==> src/shared/sba_pkg.sv <==
// Notes on behaviour
// - different endpoints granted together without arbitration
// - policy setting picks m0, m1 or round-robin
// - fixed policy grants favoured master first
// - round-robin starts at m0 then alternates
// - lone access resets alternation to m0
// - one flag per endpoint drives the round-robin table
// - grant decided in the request cycle
// - only enabled in-scope requests are arbitrated
// - data tenures follow address grant order
// - read-modify-write reserves next access for owner
// - continuous transfer blocks other until one after
// - shared memory ignores continuous, keeps rmw
// - same-bank accesses serialise, other banks parallel
// - eight banks of 8K words, zero waits
// - core program-space shared access adds one wait
package sba_pkg;

  // address and scope layout
  localparam int unsigned ADDR_W = 24;
  localparam int unsigned BANK_LSB = 13;              // 8K words per bank
  localparam int unsigned BANK_W = 3;                 // eight banks
  localparam logic [ADDR_W-1:0] SHM_BASE = 24'h030000;
  localparam logic [ADDR_W-1:0] SHM_LAST = 24'h03FFFF;
  localparam logic [ADDR_W-1:0] EXT_BASE = 24'h040000;
  localparam logic [ADDR_W-1:0] PERI_BASE = 24'hFFF000;

  // timing counts, in clock cycles
  localparam int unsigned PSPACE_WAIT = 1;            // extra wait on shared program fetch
  localparam int unsigned CONT_TAIL = 1;              // gap after a continuous transfer

  // endpoints
  typedef enum logic [1:0] {
    EP_NONE = 2'h0,
    EP_EXT = 2'h1,
    EP_SHM = 2'h2,
    EP_PERI = 2'h3
  } sba_ep_type;

  // arbitration policy setting
  typedef enum logic [1:0] {
    POL_M0 = 2'h0,
    POL_M1 = 2'h1,
    POL_RR = 2'h2,
    POL_RSV = 2'h3
  } sba_pol_type;

  // one master request as presented after its own core/dma arbitration
  typedef struct packed {
    logic en;                                         // access enabled
    logic [ADDR_W-1:0] addr;                          // word address
    logic read_modify_write;                                        // part of a read_modify_write
    logic dma_cont;                                   // dma continuous transfer
    logic pspace;                                     // core program-space access
  } sba_req_type;

  // data tenure marker, one cycle behind the address grant
  typedef struct packed {
    logic valid;
    sba_ep_type ep;
    logic [BANK_W-1:0] bank;
  } sba_dten_type;

endpackage

==> src/hdl/sba_arbiter.sv <==
`timescale 1ns/10ps
`default_nettype none
module sba_arbiter
  import sba_pkg::*;
(
  input wire logic clk,
  input wire logic nrst,
  input wire logic [1:0] arbiter_policy_control,     // static policy from chip config
  input wire sba_req_type req0,                      // master 0 request
  input wire sba_req_type req1,                      // master 1 request
  output logic gnt0,                                 // address tenure granted, same cycle
  output logic gnt1,
  output logic stall0,                               // request pending but not granted
  output logic stall1,
  output sba_dten_type dten0,                        // data tenure for master 0
  output sba_dten_type dten1                         // data tenure for master 1
);

  ////////////////////////////////////////////////////////////////////////////
  // decode

  // map an address to its endpoint; below shared memory is core-local
  function automatic sba_ep_type ep_of(input logic [ADDR_W-1:0] a);
    sba_ep_type e;
    e = EP_NONE;
    if (a >= PERI_BASE) begin
      e = EP_PERI;
    end else if (a >= EXT_BASE) begin
      e = EP_EXT;
    end else if (a >= SHM_BASE && a <= SHM_LAST) begin
      e = EP_SHM;
    end
    return e;
  endfunction

  sba_ep_type ep0, ep1;                               // target endpoints
  logic [BANK_W-1:0] bank0, bank1;                    // shared memory bank
  logic live0, live1;                                 // enabled and in scope

  // only an enabled access in an arbitrated scope takes part
  always_comb begin
    ep0 = ep_of(req0.addr);
    ep1 = ep_of(req1.addr);
    bank0 = req0.addr[BANK_LSB +: BANK_W];
    bank1 = req1.addr[BANK_LSB +: BANK_W];
    live0 = req0.en && (ep0 != EP_NONE);
    live1 = req1.en && (ep1 != EP_NONE);
  end

  ////////////////////////////////////////////////////////////////////////////
  // state

  logic [3:0] rr_q, rr_d;                             // alternation flag per endpoint
  logic [1:0] ws_q, ws_d;                             // program-space wait served
  logic [1:0] lk_q, lk_d;                             // rmw reservation held
  sba_ep_type lk_ep_q [2];                            // endpoint under reservation
  sba_ep_type lk_ep_d [2];
  logic [1:0] ct_q, ct_d;                             // continuous transfer running
  logic [1:0] tl_q, tl_d;                             // one-cycle tail after it
  sba_ep_type ct_ep_q [2];
  sba_ep_type ct_ep_d [2];
  sba_dten_type dt0_d, dt1_d;

  logic g0, g1;                                       // combinational grants
  logic el0, el1;                                     // eligible this cycle
  logic need_ws0, need_ws1;                           // waiting on program-space slot
  logic blk0, blk1;                                   // held off by the other's lock or continuous run
  logic contend;                                      // same endpoint collision
  logic win1;                                         // master 1 wins the collision

  ////////////////////////////////////////////////////////////////////////////
  // arbitration, fully combinational so no cycle is added

  always_comb begin
    rr_d = rr_q;
    ws_d = ws_q;
    win1 = 1'b0;
    // core program fetch from shared memory waits one slot first
    need_ws0 = live0 && ep0 == EP_SHM && req0.pspace && !ws_q[0];
    need_ws1 = live1 && ep1 == EP_SHM && req1.pspace && !ws_q[1];
    // the other's reservation or continuous run keeps us off that endpoint
    blk0 = (lk_q[1] && lk_ep_q[1] == ep0) || ((ct_q[1] || tl_q[1]) && ct_ep_q[1] == ep0);
    blk1 = (lk_q[0] && lk_ep_q[0] == ep1) || ((ct_q[0] || tl_q[0]) && ct_ep_q[0] == ep1);
    el0 = live0 && !need_ws0 && !blk0;
    el1 = live1 && !need_ws1 && !blk1;
    // shared memory only collides inside one bank
    contend = el0 && el1 && ep0 == ep1 && (ep0 != EP_SHM || bank0 == bank1);
    if (contend) begin
      unique case (sba_pol_type'(arbiter_policy_control))
        POL_M0: begin
          win1 = 1'b0;
        end
        POL_M1: begin
          win1 = 1'b1;
        end
        POL_RR: begin
          // flag clear picks m0 and sets, flag set picks m1 and clears
          win1 = rr_q[ep0];
          rr_d[ep0] = !rr_q[ep0];
        end
        default: begin
          win1 = 1'b0;                                // reserved code acts as m0 first
        end
      endcase
      g0 = !win1;
      g1 = win1;
    end else begin
      g0 = el0;
      g1 = el1;
      // any lone access sends the next collision back to m0
      if (g0) begin
        rr_d[ep0] = 1'b0;
      end
      if (g1) begin
        rr_d[ep1] = 1'b0;
      end
    end
    // the slot is spent on a stall cycle, then consumed by the grant
    if (need_ws0) begin
      ws_d[0] = 1'b1;
    end else if (g0) begin
      ws_d[0] = 1'b0;
    end
    if (need_ws1) begin
      ws_d[1] = 1'b1;
    end else if (g1) begin
      ws_d[1] = 1'b0;
    end
  end

  // reservation and continuous-transfer tracking
  always_comb begin
    lk_d = lk_q;
    lk_ep_d = lk_ep_q;
    ct_ep_d = ct_ep_q;
    // a granted rmw access keeps the endpoint for the follow-up access
    if (g0) begin
      lk_d[0] = req0.read_modify_write;
      lk_ep_d[0] = ep0;
    end
    if (g1) begin
      lk_d[1] = req1.read_modify_write;
      lk_ep_d[1] = ep1;
    end
    // shared memory treats continuous dma as ordinary accesses
    ct_d[0] = g0 && req0.dma_cont && ep0 != EP_SHM;
    ct_d[1] = g1 && req1.dma_cont && ep1 != EP_SHM;
    if (ct_d[0]) begin
      ct_ep_d[0] = ep0;
    end
    if (ct_d[1]) begin
      ct_ep_d[1] = ep1;
    end
    // the run ends when no further continuous beat is granted
    tl_d[0] = ct_q[0] && !ct_d[0] && CONT_TAIL != 0;
    tl_d[1] = ct_q[1] && !ct_d[1] && CONT_TAIL != 0;
  end

  // data tenures issue one cycle after their address tenures
  always_comb begin
    dt0_d.valid = g0;
    dt0_d.ep = ep0;
    dt0_d.bank = bank0;
    dt1_d.valid = g1;
    dt1_d.ep = ep1;
    dt1_d.bank = bank1;
  end

  // register all state; everything clears on reset
  always_ff @(posedge clk or negedge nrst) begin
    if (!nrst) begin
      rr_q <= 4'h0;
      ws_q <= 2'h0;
      lk_q <= 2'h0;
      lk_ep_q[0] <= EP_NONE;
      lk_ep_q[1] <= EP_NONE;
      ct_q <= 2'h0;
      tl_q <= 2'h0;
      ct_ep_q[0] <= EP_NONE;
      ct_ep_q[1] <= EP_NONE;
      dten0 <= '0;
      dten1 <= '0;
    end else begin
      rr_q <= rr_d;
      ws_q <= ws_d;
      lk_q <= lk_d;
      lk_ep_q <= lk_ep_d;
      ct_q <= ct_d;
      tl_q <= tl_d;
      ct_ep_q <= ct_ep_d;
      dten0 <= dt0_d;
      dten1 <= dt1_d;
    end
  end

  // grants stay combinational: a register here would cost the access a cycle
  always_comb begin
    gnt0 = g0;
    gnt1 = g1;
    stall0 = live0 && !g0;
    stall1 = live1 && !g1;
  end

  ////////////////////////////////////////////////////////////////////////////
  // checks

  one_grant_a: assert property (@(posedge clk) disable iff (!nrst)
    (gnt0 && gnt1) |-> (ep0 != ep1 || (ep0 == EP_SHM && bank0 != bank1)))
    else $error("two grants on one endpoint");

  parallel_ep_a: assert property (@(posedge clk) disable iff (!nrst)
    (el0 && el1 && ep0 != ep1) |-> (gnt0 && gnt1))
    else $error("different endpoints not granted together");

  fixed_m0_a: assert property (@(posedge clk) disable iff (!nrst)
    (contend && arbiter_policy_control == POL_M0) |-> (gnt0 && !gnt1))
    else $error("fixed m0 policy broken");

  fixed_m1_a: assert property (@(posedge clk) disable iff (!nrst)
    (contend && arbiter_policy_control == POL_M1) |-> (gnt1 && !gnt0))
    else $error("fixed m1 policy broken");

  rr_alternate_a: assert property (@(posedge clk) disable iff (!nrst)
    (contend && arbiter_policy_control == POL_RR && gnt0)
      ##1 (contend && arbiter_policy_control == POL_RR && ep0 == $past(ep0)) |-> gnt1)
    else $error("round robin did not alternate");

  rr_reset_a: assert property (@(posedge clk) disable iff (!nrst)
    (!contend && gnt0 && ep0 == EP_EXT) ##1 (contend && arbiter_policy_control == POL_RR && ep0 == EP_EXT)
      |-> gnt0)
    else $error("lone access did not reset alternation");

  stall_no_gnt_a: assert property (@(posedge clk) disable iff (!nrst)
    (!req0.en || ep0 == EP_NONE) |-> !gnt0)
    else $error("out of scope request granted");

  data_order_a: assert property (@(posedge clk) disable iff (!nrst)
    gnt1 |=> (dten1.valid && dten1.ep == $past(ep1)))
    else $error("data tenure out of order");

  rmw_hold_a: assert property (@(posedge clk) disable iff (!nrst)
    (gnt0 && req0.read_modify_write && !contend) |=> !(gnt1 && ep1 == $past(ep0)))
    else $error("rmw reservation broken");

  cont_tail_a: assert property (@(posedge clk) disable iff (!nrst)
    (gnt0 && req0.dma_cont && ep0 != EP_SHM) ##1 !(gnt0 && req0.dma_cont)
      |=> !(gnt1 && ep1 == $past(ep0, 2)))
    else $error("continuous tail not honoured");

  pspace_wait_a: assert property (@(posedge clk) disable iff (!nrst)
    ($rose(req0.en) && ep0 == EP_SHM && req0.pspace && !ws_q[0]) |-> !gnt0)
    else $error("program space wait missing");

endmodule // sba_arbiter
`default_nettype wire

==> config.mk <==
export PLATFORM = sky130hd
export DESIGN_NAME = sba_arbiter
export DESIGN_NICKNAME = d
export VERILOG_FILES = /design/src/shared/sba_pkg.sv /design/src/hdl/sba_arbiter.sv
export SDC_FILE = /design/constraint.sdc
export NUM_CORES = 1
export LEC_CHECK = 0
export BUFFER_PORTS_ARGS = -buffer_cell sky130_fd_sc_hd__buf_2
export CORE_MARGIN = 10
export CORE_UTILIZATION = 43
export CTS_CLUSTER_DIAMETER = 80
export DETAILED_ROUTE_END_ITERATION = 10
export PLACE_DENSITY = 0.83
export SLEW_MARGIN = 20
export SYNTH_ARGS = -nofsm -noshare
export SYNTH_HDL_FRONTEND = slang
export SYNTH_SLANG_ARGS = --single-unit
export TNS_END_PERCENT = 30
==> constraint.sdc <==
create_clock -name clk -period 3.2 [get_ports clk]
set_input_delay 0.64 -clock clk [delete_from_list [all_inputs] [get_ports clk]]
set_output_delay 0.64 -clock clk [all_outputs]
set_load 0.005 [all_outputs]
Word-level counts from Yosys, hierarchy flattened. Cells that the tools add are included.

$add $sub $neg: 0. Multipliers: 0. Divide/modulo/power cells: 0. Magnitude comparators: 12. Equal/unequal tests: 13. Shift operators: 0. Muxes and demuxes: 26. Bitwise logic cells: 4. Reduce and logical (&&, ||, !) cells: 52.

Operator list (number): greater-or-equal comparator 24 x 18 -> 1 bit, second input constant (2); greater-or-equal comparator 24 x 19 -> 1 bit, second input constant (2); greater-or-equal comparator 24 bit, second input constant (2); <= comparator 24 x 18 -> 1 bit, second input constant (2); logical AND 1 bit (31); 2-to-1 mux 4 bit (5); zero test 1 bit (12); 2-to-1 mux 2 bit (6); == test 2 bit (5); 2-to-1 mux 1 bit (10); bitwise AND 4 bit (2); inverter 4 bit (2); nonzero test 2 bit (4); == test 2 bit, second input constant (3); less-than comparator 2 x 3 -> 1 bit, second input constant (2); logical OR 1 bit (5); bitwise mux 4 bit (1); demux 1 bit (select 2 bit) (2); greater-or-equal comparator 2 x 1 -> 1 bit, second input constant (2); inequality test 2 bit, second input constant (2); == test 3 bit (1); binary-select mux 1 bit (select 2 bit) (1); == test 2 x 1 -> 1 bit, second input constant (1); inequality test 2 x 1 -> 1 bit, second input constant (1); case mux 1 bit (2 select lines) (1).

Register bits after elaboration: 32. Bits in latches: 0. Bits in writable memories: 0. Bits in read-only memories: 0. Memories kept: 0.

Logic depth before layout (Yosys ltp).
Depth in word-level cells: 23. Gate-level depth with buffers: 8.

Worst setup path after synthesis. Ideal clock, no wire load.

Kind: input to output. Start point: input req0[26] (netlist name). End point: output stall0. Arrival time: 2.557 ns. Data required time: 2.560 ns. Slack: 0.003 ns. Stages on the path: 7. Path buffers: 0. Path through: or4_4 nor3_2 a211oi_1 nor4_2 nand4_1 o21a_2 a311oi_1.

Word-level cells in the longest chain between the ends: 19.

RTL lines: start: declaration (line sba_arbiter.sv:9) `input wire sba_req_type req0,`; greater-or-equal comparator 24 x 18 -> 1 bit or <= comparator 24 x 18 -> 1 bit (tied branches) (line sba_arbiter.sv:30) `end else if (a >= SHM_BASE && a <= SHM_LAST) begin`; logical AND 1 bit (line sba_arbiter.sv:30); 2-to-1 mux 2 bit (line sba_arbiter.sv:30); 2-to-1 mux 2 bit (line sba_arbiter.sv:28) `end else if (a >= EXT_BASE) begin`; 2-to-1 mux 2 bit (*) (line sba_arbiter.sv:26) `if (a >= PERI_BASE) begin`; nonzero test 2 bit (line sba_arbiter.sv:46) `live0 = req0.en && (ep0 != EP_NONE);`; logical AND 1 bit (line sba_arbiter.sv:46); logical AND 1 bit (3 in a row) (line sba_arbiter.sv:79) `need_ws0 = live0 && ep0 == EP_SHM && req0.pspace && !ws_q[0];`; zero test 1 bit (line sba_arbiter.sv:84) `el0 = live0 && !need_ws0 && !blk0;`; logical AND 1 bit (2 in a row) (line sba_arbiter.sv:84); logical AND 1 bit (3 in a row) (line sba_arbiter.sv:87) `contend = el0 && el1 && ep0 == ep1 && (ep0 != EP_SHM || bank0 == bank1);`; 2-to-1 mux 1 bit (*) (line sba_arbiter.sv:88) `if (contend) begin`; net gnt0 (line sba_arbiter.sv:11) `output logic gnt0,`; zero test 1 bit (*) (line sba_arbiter.sv:200) `stall0 = live0 && !g0;`; logical AND 1 bit (*) (line sba_arbiter.sv:200); end: declaration (line sba_arbiter.sv:13) `output logic stall0,`.

The timed path passes the listed nets; every way through them passes the cells marked *. The select of a mux whose other input is x is not followed.

Worst setup path after layout.
Start point: input req0[22] (netlist name). End point: output gnt0.

Word-level cells in the longest chain between the ends: 17.

RTL lines (line): greater-or-equal comparator 24 x 18 -> 1 bit or <= comparator 24 x 18 -> 1 bit (tied branches) (sba_arbiter.sv:30); logical AND 1 bit (sba_arbiter.sv:30); 2-to-1 mux 2 bit (sba_arbiter.sv:30); 2-to-1 mux 2 bit (sba_arbiter.sv:28); 2-to-1 mux 2 bit (*) (sba_arbiter.sv:26); nonzero test 2 bit (sba_arbiter.sv:46); logical AND 1 bit (sba_arbiter.sv:46); logical AND 1 bit (3 in a row) (sba_arbiter.sv:79); zero test 1 bit (sba_arbiter.sv:84); logical AND 1 bit (2 in a row) (sba_arbiter.sv:84); logical AND 1 bit (3 in a row) (sba_arbiter.sv:87); 2-to-1 mux 1 bit (*) (sba_arbiter.sv:88); end: declaration (sba_arbiter.sv:11).

Every way passes the cells marked *; elsewhere a longest branch is shown, timed or not. The select of a mux whose other input is x is not followed.

==> results.json <==
{
  "run_status": "complete, but fails checks",
  "violations": "negative setup slack",
  "clk_path_buf_depth": 2,
  "synth_cell_type_count": 60,
  "peakVddDrop_uv": 262,
  "cts.sinks": 32,
  "drive_above_1_share_pct": 50.7,
  "fmax_mhz": 298,
  "cts_max_level": 2,
  "ant_nets": 0,
  "end_kind": "output port",
  "synthesis.area_um2": 1820,
  "drtIter0Drc": 129,
  "synth_top_area_share_pct": 43.9,
  "port_buffers": 51,
  "first_global_vias": 1938,
  "grt_pass1_wl_um": 9380,
  "viasPerCell": 5.79,
  "synth_top_flop_cell": "dfrtp_1",
  "clk_pin_slew_worst_paths_ns": 0.06,
  "ys_top_cells_by_area": "dfrtp_1 44%, mux2_2 3.7%, mux2i_1 2.7%",
  "finalCritPeriodShare_pct": 105,
  "cts_root_buffer": "clkbuf_8",
  "dieArea_um2": 7240,
  "io_pins": 76,
  "synthArstFlopShare_pct": 100,
  "wl_met2_um": 2890,
  "hold_viol": 0,
  "syn_inst": 173,
  "yosysWarnings": 0,
  "critPathArrivalTime_ns": 2.72,
  "cts-buffers-inserted": 5,
  "final_cells": 332,
  "min_path_type": "reg2reg",
  "relSlewSlack_pct": 54.0,
  "die_h_um": 85.1,
  "dr_total_vias": 1923,
  "wire_per_inst_um": 18.2,
  "core_um2": 4060,
  "die_w_um": 85.1,
  "yosys.cell_count.top_type": "dfrtp_1",
  "max_slew.worst_pin.slew_ns": 0.690,
  "initial_utilization_pct": 44.9,
  "wl_met3_um": 603,
  "worstPathRequired_ns": 2.56,
  "dp_cells": 313,
  "syn_area_per_cell_um2": 10.5,
  "grt_max_degree": 33,
  "maxSlewViolCount": 0,
  "drtPass1Iterations": 4,
  "leakage_nw": 1.28,
  "yosysTopAreaCell": "dfrtp_1",
  "gp_congestion": 0.901,
  "maxCapViolCount": 0,
  "power_mw": 1.27,
  "routed_wl_um": 6050,
  "nNetsFinal": 343,
  "grt_usage_pct": 16.0,
  "drc": 0,
  "ys_ff_latch": 32,
  "post-route-min-period_ns": 3.36,
  "whs_ns": 0.391,
  "finalSetupViolations": 7,
  "synth_commonest_cells": "32 x dfrtp_1, 10 x o21ai_0, 9 x inv_1, 9 x nor2_1",
  "hold_buffers": 0,
  "highest-signal-layer": "met4",
  "path_class": "in2out",
  "synth_edf_count": 0,
  "overflow": 0,
  "wl_met1_um": 2390,
  "setup_slack_ns": -0.157,
  "syn_nets": 235,
  "start_kind": "primary input",
  "insertion_delay_ns": 0.28,
  "cp_max_fo": 4,
  "flow.area_growth_from_synthesis_pct": 50.0,
  "p_per_area_nw_per_um2": 463,
  "cts_tree": "built",
  "fin_worst_skew_ns": 0.00321,
  "n_antenna_cell": 0,
  "rows": 23,
  "hpwlAfterDp_um": 4110,
  "rsz0062_at_grt": "true",
  "ys_seq_area_share_pct": 43.9,
  "antenna_found_initial": 0
}
-- cell families after synthesis --
family,after synthesis,share of synthesized area (%)
AO/OA/AOI/OAI,45,19.4
XOR/XNOR,6,2.88
adder cells (fa/ha/maj),2,1.37
buffers and inverters,12,2.54
flip-flops,32,43.9
multiplexers,14,8.51
AND/OR/NAND/NOR,62,21.4
-- layout make-up --
| cell class | instances | area (µm²) |
|---|---|---|
| multi-input combinational | 129 | 1050 |
| tap | 50 | 62.6 |
| inverter | 9 | 33.8 |
| timing repair buffer | 104 | 696 |
| fill | 292 | 1320 |
| sequential | 32 | 801 |
| clock buffer | 8 | 90.1 |
-- flip-flops by register name, indices dropped and copies added, names as in the netlist --
name and count:
lk_q 2, ct_q 2, lk_ep_q 4, ct_ep_q 4, dten1 6, ws_q 2, tl_q 2, rr_q 4
dten0 6
-- critical path: stages --
cell and delay, ns:
buf_6 0.09, or4_4 0.57, buf_6 0.16, or3_4 0.35
a211oi_2 0.26, nor4_2 0.08, nand4_1 0.12, o21a_2 0.16
buf_4 0.11, buf_6 0.10, buf_6 0.09
-- routing by layer --
metal  vias up  global-route usage (%)
met3        22                    7.07
met5         -                       0
met1       912                    18.0
met2       120                    25.6
met4         0                    6.59
li1        869                       -
-- through the flow --
step	utilization, %	setup WS [ns]	instance area (µm²)	setup TNS, ns
6_report	67.4	-0.157	2730	-0.649
5_1_grt	67.4	-0.242	2730	-1.09
4_1_cts	65.8	-0.0770	2670	-0.257
3_5_place_dp	60.2	-0.256	2440	-0.650
3_3_place_gp	60.2	-0.247	2440	-0.617
2_1_floorplan	-	0.00308	1820	0
-- cell usage in the layout (no fill, tap or decap), types with 5 or more instances in the layout --
cell type,n
a21oi_1,7
buf_2,46
buf_4,50
buf_6,8
clkbuf_8,6
dfrtp_1,32
inv_1,9
mux2_2,6
mux2i_1,5
nand2_1,7
nand4_1,7
nor2_1,9
o21ai_0,9
-- final timing paths --
path / depth (start not counted) / endpoint / slack, ns / startpoint
setup / recovery: 11 / gnt0 / -0.16 / req0[22]
hold / removal: 0 / rr_q[0] / 0.39 / rr_q[0]
setup reg to reg: 12 / lk_ep_q[1] / 0.56 / ct_ep_q[0]
hold reg to reg: 0 / rr_q[0] / 0.39 / rr_q[0]
max in group asynchronous: 1 / ct_ep_q[2] / 2.35 / nrst
min in group asynchronous: 1 / dten1[1] / 0.40 / nrst
-- power breakdown --
part           internal (mW)  switching (mW)  leakage, nW  total [mW]
registers              0.450          0.0358        0.390       0.486
logic                  0.254           0.212        0.849       0.466
clock network          0.175           0.140       0.0455       0.315
-- repair_timing --
action,in CTS,in global routing
setup endpoints to repair,4,7
cloned,0,0
pin swaps,17,8
resized for setup,14,8
buffers inserted,9,2
No activity file was read; power rests on OpenSTA's default activity.
